**src/rtl/tbu_regs.svh**
```systemverilog
// Field positions, encodings and register offsets of the transmit buffer unpacker.
// Assumes includers are SystemVerilog design and testbench files of this block only.
`ifndef TBU_REGS_SVH
`define TBU_REGS_SVH

// ************************************************
// Buffer command word
// ************************************************
`define TBU_A_SIZE_HI   10
`define TBU_A_SIZE_LO   0
`define TBU_A_LS        12
`define TBU_A_FS        13
`define TBU_A_OFF_HI    20
`define TBU_A_OFF_LO    16
`define TBU_A_ALN_HI    25
`define TBU_A_ALN_LO    24
`define TBU_ALN_4       2'h0
`define TBU_ALN_16      2'h1
`define TBU_ALN_32      2'h2
`define TBU_MASK_4      13'h0003
`define TBU_MASK_16     13'h000F
`define TBU_MASK_32     13'h001F

// ************************************************
// Packet command word and status word
// ************************************************
`define TBU_B_LEN_HI    10
`define TBU_B_NOPAD     12
`define TBU_B_NOCRC     13
`define TBU_B_TAG_HI    31
`define TBU_B_TAG_LO    16
`define TBU_ST_ERR      15

// ************************************************
// Host controller registers (AHB-Lite byte offsets)
// ************************************************
`define TBU_REG_WORD    8'h00
`define TBU_REG_STAT    8'h04
`define TBU_REG_CNT     8'h08

`endif

```
**src/rtl/tbu_pkg.sv**
```systemverilog
// Types shared by both ends of the transmit buffer unpacker.
// Assumes tbu_regs.svh is included by the modules that need numbers.
package tbu_pkg;

    typedef enum logic [2:0] {
        DS_CMD_A,
        DS_CMD_B,
        DS_SKIP,
        DS_DATA,
        DS_PAD
    } tbu_dstate_t;

    typedef struct packed {
        tbu_dstate_t st;
        logic [31:0] cmd_a;
        logic [31:0] cmd_b;
        logic        first_w;
        logic        pkt_bad;
        logic [2:0]  skip;
        logic [9:0]  pad;
        logic [10:0] rem;
        logic [15:0] acc;
        logic        ready;
        logic        err;
        logic [31:0] mac_data;
        logic [3:0]  mac_be;
        logic        mac_valid;
        logic        mac_sop;
        logic        mac_eop;
        logic        mac_crc_add;
        logic        mac_pad_en;
        logic [31:0] txs_word;
        logic        txs_valid;
    } tbu_dev_t;

    typedef struct packed {
        logic        pend;
        logic [31:0] word;
        logic        act;
        logic        wr;
        logic [7:0]  addr;
        logic        hready;
        logic [31:0] hrdata;
        logic        hresp;
        logic [15:0] sent;
    } tbu_host_t;

endpackage : tbu_pkg

```
**src/rtl/tbu_link_if.sv**
```systemverilog
// Word link carrying host-written transmit buffers into the unpacker.
// Assumes both ends run on the same core_clk.
`timescale 1ns/1ps
interface tbu_link_if;
    logic        tx_valid;
    logic        tx_ready;
    logic [31:0] tx_word;

    modport dev  (input tx_valid, input tx_word, output tx_ready);
    modport host (output tx_valid, output tx_word, input tx_ready);
endinterface : tbu_link_if

```
**src/rtl/tbu_len_calc.sv**
```systemverilog
// Works out leading skip and trailing padding in whole words for one buffer.
// Assumes a stable buffer command word at its input; purely combinational.
`timescale 1ns/1ps
`include "tbu_regs.svh"
module tbu_len_calc
    import tbu_pkg::*;
(
    // Buffer command word
    input  wire logic [31:0] cmd_a,
    // Word counts
    output logic      [2:0]  skip_dw,
    output logic      [9:0]  pad_dw
);
    logic [10:0] size;
    logic [4:0]  off;
    logic [12:0] mask;
    logic [12:0] span;
    logic [12:0] rnd;
    logic [10:0] data_dw;
    logic [10:0] total_dw;

    always_comb begin
        size = cmd_a[`TBU_A_SIZE_HI:`TBU_A_SIZE_LO];
        off  = cmd_a[`TBU_A_OFF_HI:`TBU_A_OFF_LO];
        case (cmd_a[`TBU_A_ALN_HI:`TBU_A_ALN_LO])
            `TBU_ALN_16: mask = `TBU_MASK_16;
            `TBU_ALN_32: mask = `TBU_MASK_32;
            default:     mask = `TBU_MASK_4;
        endcase
        span     = {2'h0, size} + {8'h00, off};
        rnd      = (span + mask) & ~mask;
        total_dw = rnd[12:2];
        if (size == 11'h000) begin
            data_dw = 11'h000;
        end else begin
            data_dw = 11'(({2'h0, size} + {11'h000, off[1:0]} + 13'h0003) >> 2);
        end
        skip_dw = off[4:2];
        // Whatever trails the data up to the aligned end is padding
        pad_dw  = 10'(total_dw - data_dw - {8'h00, off[4:2]});
    end
endmodule : tbu_len_calc

```
**src/rtl/tbu_dev.sv**
```systemverilog
// Device end: unpacks host transmit buffers into payload words for the MAC buffer.
// Assumes the MAC transmit buffer accepts a word every cycle and holds the packet
// until its end marker before sending (store-and-forward).
//
// How it works
// - size field counts payload bytes only
// - size, offset and alignment give trailing pad words
// - summed sizes must match packet length
// - packet tag copied into status word
// - bit 13 set suppresses automatic CRC unless bit 12 set
// - bit 12 set suppresses padding, keeps CRC
// - host writes total packet length field
// - host writes reserved bits as zero
// - data starts at third word of buffer
// - offset low bits pick first byte lane
// - offset high bits skip whole words
// - unused trailing bytes never forwarded
// - host pads buffer to chosen alignment
// - alignment padding is discarded
// - middle buffers hold at least four bytes
// - MAC buffer sends only whole packets
// - host limits packet space to 2036 bytes
// - host may cap packets at 86 buffers
// - skipped and padding words never stored
// - bits 13/12 mark first/last buffer
// - error flag never halts transmission
// - differing packet command words raise error
`timescale 1ns/1ps
`include "tbu_regs.svh"
module tbu_dev
    import tbu_pkg::*;
(
    // Clock and reset
    input  wire logic        core_clk,
    input  wire logic        srst,
    // Buffer link from the host
    tbu_link_if.dev          lk,
    // MAC transmit buffer side
    output logic      [31:0] mac_data,
    output logic      [3:0]  mac_be,
    output logic             mac_valid,
    output logic             mac_sop,
    output logic             mac_eop,
    output logic             mac_crc_add,
    output logic             mac_pad_en,
    // Transmit status
    output logic      [31:0] txs_word,
    output logic             txs_valid,
    // Error flag to software
    output logic             tx_error_flag,
    input  wire logic        err_clr
);
    // ************************************************
    // State and helpers
    // ************************************************
    tbu_dev_t    s_r;
    tbu_dev_t    s_nxt;
    logic        take;
    logic        fin;
    logic        len_bad;
    logic        b_bad;
    logic [2:0]  skip_dw;
    logic [9:0]  pad_dw;
    logic [10:0] size;
    logic [1:0]  lo;
    logic [2:0]  room;
    logic [2:0]  cnt;
    logic [3:0]  lane_be;
    tbu_dstate_t after_data;
    tbu_dstate_t after_skip;

    tbu_len_calc tbu_len_calc_inst (
        .cmd_a   (s_r.cmd_a),
        .skip_dw (skip_dw),
        .pad_dw  (pad_dw)
    );

    assign size = s_r.cmd_a[`TBU_A_SIZE_HI:`TBU_A_SIZE_LO];
    // Only the first data word of a buffer starts mid-word
    assign lo   = s_r.first_w ? s_r.cmd_a[`TBU_A_OFF_LO+1:`TBU_A_OFF_LO] : 2'h0;
    assign room = 3'h4 - {1'b0, lo};
    assign cnt  = ({8'h00, room} > s_r.rem) ? s_r.rem[2:0] : room;

    // ************************************************
    // Byte lanes carrying payload in this word
    // ************************************************
    genvar gi;
    generate
        for (gi = 0; gi < 4; gi++) begin : g_lane
            // Lanes past the last payload byte are dropped here
            assign lane_be[gi] = (3'(gi) >= {1'b0, lo}) &&
                                 (3'(gi) < ({1'b0, lo} + cnt));
        end
    endgenerate

    // ************************************************
    // Unpacking sequence
    // ************************************************
    always_comb begin
        s_nxt           = s_r;
        s_nxt.mac_valid = 1'b0;
        s_nxt.mac_sop   = 1'b0;
        s_nxt.mac_eop   = 1'b0;
        s_nxt.txs_valid = 1'b0;
        s_nxt.ready     = 1'b1;
        take            = lk.tx_valid && s_r.ready;
        b_bad           = 1'b0;
        after_data      = (pad_dw != 10'h000) ? DS_PAD : DS_CMD_A;
        after_skip      = (size != 11'h000) ? DS_DATA : after_data;
        case (s_r.st)
            DS_CMD_A: begin
                if (take) begin
                    s_nxt.cmd_a = lk.tx_word;
                    s_nxt.st    = DS_CMD_B;
                end
            end
            DS_CMD_B: begin
                if (take) begin
                    // Payload begins after this word and any skipped offset words
                    s_nxt.cmd_b   = lk.tx_word;
                    s_nxt.skip    = skip_dw;
                    s_nxt.pad     = pad_dw;
                    s_nxt.rem     = size;
                    s_nxt.first_w = 1'b1;
                    if (s_r.cmd_a[`TBU_A_FS]) begin
                        s_nxt.acc     = {5'h00, size};
                        s_nxt.pkt_bad = 1'b0;
                    end else begin
                        s_nxt.acc = s_r.acc + {5'h00, size};
                        b_bad     = lk.tx_word != s_r.cmd_b;
                        s_nxt.pkt_bad = s_r.pkt_bad || b_bad;
                    end
                    // Whole leading offset words never reach the MAC buffer
                    s_nxt.st = (skip_dw != 3'h0) ? DS_SKIP : after_skip;
                end
            end
            DS_SKIP: begin
                if (take) begin
                    s_nxt.skip = s_r.skip - 3'h1;
                    if (s_r.skip == 3'h1) begin
                        s_nxt.st = after_skip;
                    end
                end
            end
            DS_DATA: begin
                if (take) begin
                    s_nxt.mac_data    = lk.tx_word;
                    s_nxt.mac_be      = lane_be;
                    s_nxt.mac_valid   = 1'b1;
                    s_nxt.mac_sop     = s_r.first_w && s_r.cmd_a[`TBU_A_FS];
                    s_nxt.mac_crc_add = !s_r.cmd_b[`TBU_B_NOCRC] ||
                                        s_r.cmd_b[`TBU_B_NOPAD];
                    s_nxt.mac_pad_en  = !s_r.cmd_b[`TBU_B_NOPAD];
                    s_nxt.first_w     = 1'b0;
                    s_nxt.rem         = s_r.rem - {8'h00, cnt};
                    if (s_r.rem == {8'h00, cnt}) begin
                        s_nxt.st = after_data;
                    end
                end
            end
            DS_PAD: begin
                if (take) begin
                    // Padding words are swallowed without output
                    s_nxt.pad = s_r.pad - 10'h001;
                    if (s_r.pad == 10'h001) begin
                        s_nxt.st = DS_CMD_A;
                    end
                end
            end
            default: begin
                s_nxt.st = DS_CMD_A;
            end
        endcase

        // Buffer ends when the sequence leaves its payload part
        fin = take && (s_r.st != DS_CMD_A) && (s_r.st != DS_PAD) &&
              ((s_nxt.st == DS_PAD) || (s_nxt.st == DS_CMD_A));
        len_bad = s_nxt.acc != {5'h00, s_nxt.cmd_b[`TBU_B_LEN_HI:0]};

        // Clear first, so an error in the same cycle still sets the flag
        if (err_clr) begin
            s_nxt.err = 1'b0;
        end
        if (b_bad) begin
            s_nxt.err = 1'b1;
        end
        if (fin && s_r.cmd_a[`TBU_A_LS]) begin
            // End marker lets the MAC buffer release the stored packet
            s_nxt.mac_eop   = 1'b1;
            s_nxt.txs_valid = 1'b1;
            s_nxt.txs_word  = '0;
            s_nxt.txs_word[`TBU_B_TAG_HI:`TBU_B_TAG_LO] =
                s_nxt.cmd_b[`TBU_B_TAG_HI:`TBU_B_TAG_LO];
            s_nxt.txs_word[`TBU_ST_ERR] = len_bad || s_nxt.pkt_bad;
            if (len_bad) begin
                s_nxt.err = 1'b1;
            end
        end
        // The link keeps flowing whatever the error flag shows
    end

    always_ff @(posedge core_clk) begin
        if (srst) begin
            s_r    <= '0;
            s_r.st <= DS_CMD_A;
        end else begin
            s_r <= s_nxt;
        end
    end

    // ************************************************
    // Outputs
    // ************************************************
    assign lk.tx_ready   = s_r.ready;
    assign mac_data      = s_r.mac_data;
    assign mac_be        = s_r.mac_be;
    assign mac_valid     = s_r.mac_valid;
    assign mac_sop       = s_r.mac_sop;
    assign mac_eop       = s_r.mac_eop;
    assign mac_crc_add   = s_r.mac_crc_add;
    assign mac_pad_en    = s_r.mac_pad_en;
    assign txs_word      = s_r.txs_word;
    assign txs_valid     = s_r.txs_valid;
    assign tx_error_flag = s_r.err;
endmodule : tbu_dev

```
**src/flat_wrapper.sv**
```systemverilog
// flat-port wrapper written by rule: the top's interface ports become plain ports
module tbu_dev_flat import tbu_pkg::*;
  (core_clk, srst, mac_data, mac_be, mac_valid, mac_sop, mac_eop, mac_crc_add, mac_pad_en, txs_word, txs_valid, tx_error_flag, err_clr, lk_tx_valid, lk_tx_word, lk_tx_ready);
  tbu_link_if lk_i ();
  input  wire logic core_clk;
  input  wire logic srst;
  output logic      [31:0] mac_data;
  output logic      [3:0] mac_be;
  output logic mac_valid;
  output logic mac_sop;
  output logic mac_eop;
  output logic mac_crc_add;
  output logic mac_pad_en;
  output logic      [31:0] txs_word;
  output logic txs_valid;
  output logic tx_error_flag;
  input  wire logic err_clr;
  input wire logic [$bits(lk_i.tx_valid)-1:0] lk_tx_valid;
  input wire logic [$bits(lk_i.tx_word)-1:0] lk_tx_word;
  output wire logic [$bits(lk_i.tx_ready)-1:0] lk_tx_ready;
  assign lk_i.tx_valid = lk_tx_valid;
  assign lk_i.tx_word = lk_tx_word;
  assign lk_tx_ready = lk_i.tx_ready;
  tbu_dev u_core (.core_clk(core_clk), .srst(srst), .lk(lk_i), .mac_data(mac_data), .mac_be(mac_be), .mac_valid(mac_valid), .mac_sop(mac_sop), .mac_eop(mac_eop), .mac_crc_add(mac_crc_add), .mac_pad_en(mac_pad_en), .txs_word(txs_word), .txs_valid(txs_valid), .tx_error_flag(tx_error_flag), .err_clr(err_clr));
endmodule
```
**config.mk**
```make
export PLATFORM = sky130hd
export DESIGN_NAME = tbu_dev_flat
export DESIGN_NICKNAME = d
export VERILOG_FILES = /design/src/rtl/tbu_pkg.sv /design/src/rtl/tbu_link_if.sv /design/src/rtl/tbu_len_calc.sv /design/src/rtl/tbu_dev.sv /design/src/flat_wrapper.sv
export VERILOG_INCLUDE_DIRS = /design/src /design/src/rtl
export SDC_FILE = /design/constraint.sdc
export NUM_CORES = 1
export LEC_CHECK = 0
export CORE_ASPECT_RATIO = 1.5
export CORE_MARGIN = 2
export CORE_UTILIZATION = 35
export CTS_BUF_LIST = sky130_fd_sc_hd__clkbuf_4
export DETAILED_ROUTE_END_ITERATION = 6
export DONT_BUFFER_PORTS = 1
export SYNTH_ARGS = -nofsm -noshare
export SYNTH_HDL_FRONTEND = slang
export SYNTH_SLANG_ARGS = --single-unit
```
**constraint.sdc**
```tcl
create_clock -name core_clk -period 5.55 [get_ports core_clk]
set_clock_uncertainty 0.2 [all_clocks]
set_input_delay 0.2775 -clock core_clk [delete_from_list [all_inputs] [get_ports core_clk]]
set_output_delay 0.2775 -clock core_clk [all_outputs]
set_load 0.02 [all_outputs]
```
==> impl_metrics.json, run 1 <==
{
  "status": "completed",
  "routed_wl_um": 28800,
  "path_cells": "inv_1 > ha_2 > fa_1 > inv_1 > ha_1 > a21o_1 > a21oi_2 > xnor2_1 > nor2_1 > fa_1 > ha_4 > nor2b_1 > o31a_1 > o21ai_1 > nor2b_2 > xnor2_1 > or4_1 > or4_1 > o21ai_1 > a21oi_1",
  "drt_iter0_markers": 587,
  "layout_min_cycle_time_ns": 5.19,
  "cp.arrival_ns": 5.47,
  "synth_simple_gate_area_frac": 0.196,
  "rsz0062_at_grt": "no",
  "setup_violations": 0,
  "wl_per_cell_um": 19.0,
  "cts_buffer_depth": 2,
  "numCtsBuffers": 17,
  "maxSlewHeadroom": 0.241,
  "min_from": "lk_tx_word[10]",
  "rrSetupSlack_ns": 0.36,
  "avgSynthCellArea_um2": 7.96,
  "clkSinkCount": 157,
  "ios": 112,
  "synthesis.area_um2": 9640,
  "synth.area.top_cells": "dfxtp_1 33%, ha_1 6.0%, nand2_1 5.9%",
  "grtUsageTotal": 0.199,
  "dp_hpwl_um": 20100,
  "final_hold_viol_count": 0,
  "grt_pass1_vias": 8118,
  "startpoint": "u_core.s_r[174]$_SDFFE_PP0P_",
  "insertion_delay_ns": 0.60,
  "synth_area_leader_cell": "dfxtp_1",
  "gp_congestion": 0.880,
  "tns_ns": 0,
  "worst_pin_slew_ns": 1.13,
  "synth_top_area_share": 0.326,
  "fillers": 2768,
  "crit_path_top_delay_cell": "fa_1",
  "async_flop_share": 0,
  "port_buffers": 0,
  "vias": 8123,
  "synthToLayoutAreaGrowth_pct": 5.75,
  "fin_util": 0.376,
  "num_rows": 74,
  "cpPeakStageDelay_ns": 0.53,
  "synth-compound-area-share": 0.169,
  "crit_fanout": 5,
  "worst_setup_path_end_kind": "flip-flop",
  "leakage_nw": 3.87,
  "synthTopCellsByCount": "157 x dfxtp_1, 152 x nand2_1, 136 x nor2_1",
  "period_share": 0.935,
  "drive_gt1_frac": 0.0613,
  "nets": 1254,
  "irDropWorstVdd_uv": 200,
  "worstHoldPathType": "in2reg",
  "critPathTopFamily": "adder cells",
  "clk_pin_slew_ns": 0.15,
  "reg2regPathDepth": 20,
  "path_class": "reg2reg",
  "drt-pass1-iter-count": 6,
  "initial_core_util": 0.355,
  "synth_mux_area_frac": 0.0430,
  "yosysMostFrequentCell": "dfxtp_1",
  "syn_inst": 1211,
  "max_freq_ghz": 0.193,
  "seqPwrFrac": 0.458,
  "synth_xor_area_frac": 0.0778,
  "cts_tree": "yes",
  "antenna_found_initial": 1,
  "ff_latch_area_um2": 3140,
  "drc": 0,
  "finalMaxSlewViolations": 0,
  "ys_seq_area_frac": 0.326,
  "synth_edf_count": 0,
  "die_h_um": 207,
  "coreArea_um2": 27100,
  "max-cap-violations": 0,
  "die-area_um2": 28900,
  "synth_adder_area_share": 0.0826,
  "cts_max_level": 4,
  "cp-start-kind": "flip-flop",
  "holdPathEnd": "u_core.txs_word[15]$_SDFFE_PP0P_",
  "p_int_mw": 1.74,
  "synth_ff_type": "dfxtp_1",
  "gr-total-overflow": 0,
  "p_sw_frac": 0.335,
  "grt_start_max_net_pins": 147,
  "power_density_nw_per_um2": 256,
  "comb_power_share": 0.243,
  "ys_seq_elements": 157,
  "yosysWarnings": 0,
  "r2r-end": "u_core.s_r[184]$_SDFF_PP0_",
  "crit_buf_inv": 2,
  "synth.distinct_cells": 69,
  "postRouteAntennaNets": 0,
  "cp.required_ns": 5.83,
  "synth_top_family_by_area": "simple AND/OR/NAND/NOR gates",
  "die_w_um": 140,
  "grt_pass1_wl_um": 44700,
  "multi_input_area_um2": 5570,
  "clock-root-buffer": "clkbuf_4",
  "clockPowerShare": 0.299,
  "min_path_cells": 6,
  "reg2reg_from": "u_core.s_r[174]$_SDFFE_PP0P_",
  "viasPerCell": 5.35,
  "switchingPower_mw": 0.875
}
[what timing repair did]
item                       4_1_cts  5_1_grt
hold buffers                    37        0
resized for setup                0        5
setup endpoints to repair        0        1
hold endpoints to repair       156        0
buffers inserted                 0        0
[area by class of cell]
type | instances | share of cell area
Multi-Input combinational cell | 872 | 0.547
Clock inverter | 15 | 0.0183
Sequential cell | 157 | 0.308
Timing Repair Buffer | 53 | 0.0498
Inverter | 60 | 0.0221
Tap cell | 342 | 0.0420
Clock buffer | 17 | 0.0125
Antenna cell | 1 | 0.000245
[how the worst max path moves through the flow]
| stage | end | slack [ns] | cells past startpoint |
|---|---|---|---|
| floorplan | u_core.s_r[184]$_SDFF_PP0_ | 0.45 | 20 |
| global placement | u_core.s_r[184]$_SDFF_PP0_ | 0.22 | 20 |
| detailed placement | u_core.s_r[184]$_SDFF_PP0_ | 0.18 | 20 |
| CTS | u_core.s_r[184]$_SDFF_PP0_ | 0.16 | 20 |
| global route | u_core.s_r[184]$_SDFF_PP0_ | 0.05 | 20 |
| finish | u_core.s_r[184]$_SDFF_PP0_ | 0.36 | 20 |
[worst reg2reg max path, cell delays in order (launching register included)]
cell     delay, ns
dfxtp_1       0.36
inv_1         0.05
ha_2          0.32
fa_1          0.53
inv_1         0.06
ha_1          0.26
a21o_1        0.17
a21oi_2       0.17
xnor2_1       0.14
nor2_1        0.07
fa_1          0.53
ha_4          0.23
nor2b_1       0.14
o31a_1        0.25
o21ai_1       0.15
nor2b_2       0.17
xnor2_1       0.09
or4_1         0.51
or4_1         0.50
o21ai_1       0.13
a21oi_1       0.07
[state kept, by name, indices dropped and copies added (netlist names)]
name,count
u_core.txs_valid,1
u_core.txs_word,17
u_core.mac_be,4
u_core.mac_pad_en,1
u_core.s_r,97
u_core.lk.tx_ready,1
u_core.mac_crc_add,1
u_core.mac_sop,1
u_core.mac_valid,1
u_core.mac_data,32
u_core.tx_error_flag,1
[cells in the final DEF, fill, tap and decap left out, types with 8 or more instances in the layout]
cell | netlist | layout
dfxtp_1 | 157 | 157
nand2_1 | 152 | 152
nor2_1 | 136 | 134
a21oi_1 | 106 | 104
inv_1 | 60 | 60
xnor2_1 | 60 | 60
ha_1 | 46 | 44
o21ai_0 | 40 | 40
mux2i_1 | 38 | 38
dlygate4sd3_1 | 0 | 36
a211oi_1 | 27 | 27
xor2_1 | 23 | 23
nor3_1 | 24 | 23
nand3_1 | 20 | 20
clkbuf_4 | 0 | 17
buf_4 | 72 | 16
conb_1 | 1 | 15
nor2b_1 | 12 | 11
and2_1 | 11 | 11
nand4_1 | 11 | 11
fa_1 | 11 | 11
a22oi_1 | 9 | 9
and3_1 | 8 | 8
[logic make-up (layout without fill, tap and decap cells)]
| kind of cell | count (synthesis) | in the layout |
|---|---|---|
| AO/OA/AOI/OAI | 259 | 259 |
| XOR/XNOR | 84 | 84 |
| adder cells (fa/ha/maj) | 57 | 57 |
| buffers and inverters | 196 | 145 |
| flip-flops | 157 | 157 |
| multiplexers | 41 | 41 |
| other | 1 | 16 |
| AND/OR/NAND/NOR | 416 | 416 |
[per-stage QoR]
| stage | hold slack (ns) | std cells | cell area, um2 | setup WS, ns | total power [mW] |
|---|---|---|---|---|---|
| after floorplan | 0.213 | 1225 | 9690 | 0.455 | 1.67 |
| after global placement | 0.156 | 1447 | 9460 | 0.222 | 1.77 |
| after detailed placement | 0.156 | 1447 | 9460 | 0.185 | 1.78 |
| after CTS | 0.0841 | 1516 | 10200 | 0.157 | 2.62 |
| after global routing | 0.155 | 1517 | 10200 | 0.0501 | 2.74 |
| final | 0.102 | 1517 | 10200 | 0.362 | 2.61 |
[power groups by stage]
| stage | combinational [mW] | sequential (mW) | clock, mW |
|---|---|---|---|
| after floorplan | 0.466 | 1.20 | 0 |
| after global placement | 0.554 | 1.22 | 0 |
| after detailed placement | 0.560 | 1.22 | 0 |
| after CTS | 0.620 | 1.20 | 0.804 |
| after global routing | 0.699 | 1.20 | 0.844 |
| final | 0.634 | 1.20 | 0.781 |
[layer usage]
metal | up-vias | part of all wire | track usage | wire length [um]
met2 | 247 | 0.54 | 0.376 | 15400
met1 | 3841 | 0.37 | 0.201 | 10600
li1 | 3971 | - | - | -
met5 | - | 0 | 0 | 0
met3 | 64 | 0.040 | 0.0344 | 1150
met4 | 0 | 0.055 | 0.118 | 1570
No activity file was read; power rests on OpenSTA's default activity.
==> run 2: changes to the inputs <==
Settings changed: REMOVE_ABC_BUFFERS set to 1.
==> run 2 against run 1 <==
Effect of this change:
- total power is 4.8% lower
- fmax is 1.3% lower
- routed wire length is 8.2% lower
- final area is 0.60% lower
- cell count hardly changed
- worst setup slack worse by 0.070 ns
- clock power is 11% lower
- via count is 1.1% lower
- critical endpoint unchanged
- largest cell class unchanged
==> impl_metrics.json, run 2 (same netlist as run 1, synthesis figures left out) <==
{
  "status": "completed",
  "drt_iter0_markers": 573,
  "p_int_mw": 1.63,
  "nets": 1253,
  "drt-pass1-iter-count": 5,
  "clock-root-buffer": "clkbuf_4",
  "drc": 0,
  "tns_ns": 0,
  "vias": 8030,
  "viasPerCell": 5.30,
  "gr-total-overflow": 0,
  "cts_buffer_depth": 2,
  "switchingPower_mw": 0.854,
  "drive_gt1_frac": 0.0580,
  "comb_power_share": 0.241,
  "initial_core_util": 0.355,
  "die_h_um": 207,
  "routed_wl_um": 26400,
  "grtUsageTotal": 0.183,
  "regMostFlops": "u_core.s_r",
  "layout_min_cycle_time_ns": 5.26,
  "ff_latch_area_um2": 3140,
  "antenna_found_initial": 1,
  "fillers": 2800,
  "num_rows": 74,
  "synthToLayoutAreaGrowth_pct": 5.11,
  "numCtsBuffers": 17,
  "leakage_nw": 3.82,
  "path_cells": "inv_1 > ha_2 > fa_1 > inv_1 > ha_1 > a21o_1 > a21oi_2 > xnor2_1 > nor2_1 > fa_1 > ha_1 > nor2b_1 > o31a_1 > o21ai_1 > nor2b_2 > xnor2_1 > or4_1 > or4_1 > o21ai_1 > a21oi_1",
  "grt_pass1_vias": 7777,
  "layout_commonest_cell": "dfxtp_1",
  "die-area_um2": 28900,
  "worst_pin_slew_ns": 1.14,
  "crit_path_top_delay_cell": "fa_1",
  "use_met2": 0.329,
  "wl_per_cell_um": 17.4,
  "seqPwrFrac": 0.480,
  "cpPeakStageDelay_ns": 0.53,
  "cp.arrival_ns": 5.58,
  "clk_pin_slew_ns": 0.16,
  "cp.required_ns": 5.87,
  "maxSlewHeadroom": 0.239,
  "grt_use_met3": 0.0288,
  "port_buffers": 0,
  "grt_use_met1": 0.209,
  "period_share": 0.947,
  "power_density_nw_per_um2": 246,
  "grt_pass1_wl_um": 42300,
  "cts_tree": "yes",
  "gp_congestion": 0.880,
  "max_freq_ghz": 0.190,
  "coreArea_um2": 27100,
  "die_w_um": 140,
  "grt_start_max_net_pins": 147,
  "cp-start-kind": "flip-flop",
  "final_hold_viol_count": 0,
  "clkSinkCount": 157,
  "postRouteAntennaNets": 0,
  "rsz0062_at_grt": "no",
  "grt.busiest_layer": "met2",
  "timing.hold.ws_ns": 0.0821,
  "clockPowerShare": 0.278,
  "worstHoldPathType": "in2reg",
  "ios": 112,
  "dp_hpwl_um": 18100,
  "irDropWorstVdd_uv": 188,
  "p_sw_frac": 0.343,
  "final_cell_mix": "157 x dfxtp_1, 152 x nand2_1, 134 x nor2_1",
  "setup_violations": 0,
  "cts_max_level": 4,
  "crit_fanout": 5,
  "insertion_delay_ns": 0.64,
  "worst_setup_path_end_kind": "flip-flop",
  "multi_input_area_um2": 5570,
  "path_class": "reg2reg",
  "finalMaxSlewViolations": 0,
  "max-cap-violations": 0,
  "largest_reg_flops": 97
}
[run 2: cell types whose count changed in the layout (fill, tap and decap cells not counted), sizes merged]
cell,before,now
clkinv,6,3
bufinv,3,1
clkinvlp,1,6
dlygate4sd3,36,37
buf,17,15
[run 2: repair_timing]
action                                  4_1_cts  5_1_grt
endpoints found under the setup margin        0        1
hold buffers                                 38        0
resized for setup                             0        4
buffers inserted                              0        0
hold endpoints to repair                    157        0
[run 2: per-layer routing]
| metal | wire, um | vias to the layer above |
|---|---|---|
| met4 | 870 | 0 |
| met5 | 0 | - |
| met1 | 10800 | 3819 |
| li1 | - | 3982 |
| met2 | 13800 | 186 |
| met3 | 992 | 43 |
[run 2: worst paths after layout]
check	cells after the start	endpoint	start	slack [ns]
min reg2reg	2	u_core.s_r[100]$_SDFFE_PP0P_	u_core.s_r[100]$_SDFFE_PP0P_	0.28
max	20	u_core.s_r[184]$_SDFF_PP0_	u_core.s_r[174]$_SDFFE_PP0P_	0.29
min	3	u_core.s_r[100]$_SDFFE_PP0P_	lk_tx_valid	0.08
max reg2reg	20	u_core.s_r[184]$_SDFF_PP0_	u_core.s_r[174]$_SDFFE_PP0P_	0.29
[run 2: through the flow]
stage,total power [mW],instances,util,cell area (um2),worst slack (ns)
2_1_floorplan,1.63,1089,-,8900,0.462
6_report,2.49,1516,0.373,10100,0.292
3_5_place_dp,1.76,1445,0.348,9450,0.206
5_1_grt,2.62,1516,0.373,10100,0.0229
3_3_place_gp,1.76,1445,0.348,9450,0.234
4_1_cts,2.51,1515,0.373,10100,0.156
[run 2: layout make-up]
| cell class | instances | area share |
|---|---|---|
| Multi-Input combinational cell | 872 | 0.549 |
| Sequential cell | 157 | 0.310 |
| Timing Repair Buffer | 52 | 0.0496 |
| Tap cell | 342 | 0.0422 |
| Inverter | 60 | 0.0222 |
| Clock inverter | 15 | 0.0136 |
| Clock buffer | 17 | 0.0126 |
| Antenna cell | 1 | 0.000247 |
[run 2: power groups by stage]
stage                     logic, mW  registers, mW  clock network, mW
final                         0.600           1.20              0.692
after global routing          0.676           1.20              0.745
after CTS                     0.598           1.20              0.713
after detailed placement      0.543           1.22                  0
after global placement        0.537           1.22                  0
after floorplan               0.420           1.21                  0
[run 2: critical path: cells and delay by family, from the launching register on]
kind            cells  cell delay (ns)
compound gates      6             0.97
fa+ha+maj           5             1.91
buf+inv             2             0.10
xor+xnor            2             0.21
simple gates        5             1.41
flops               1             0.36
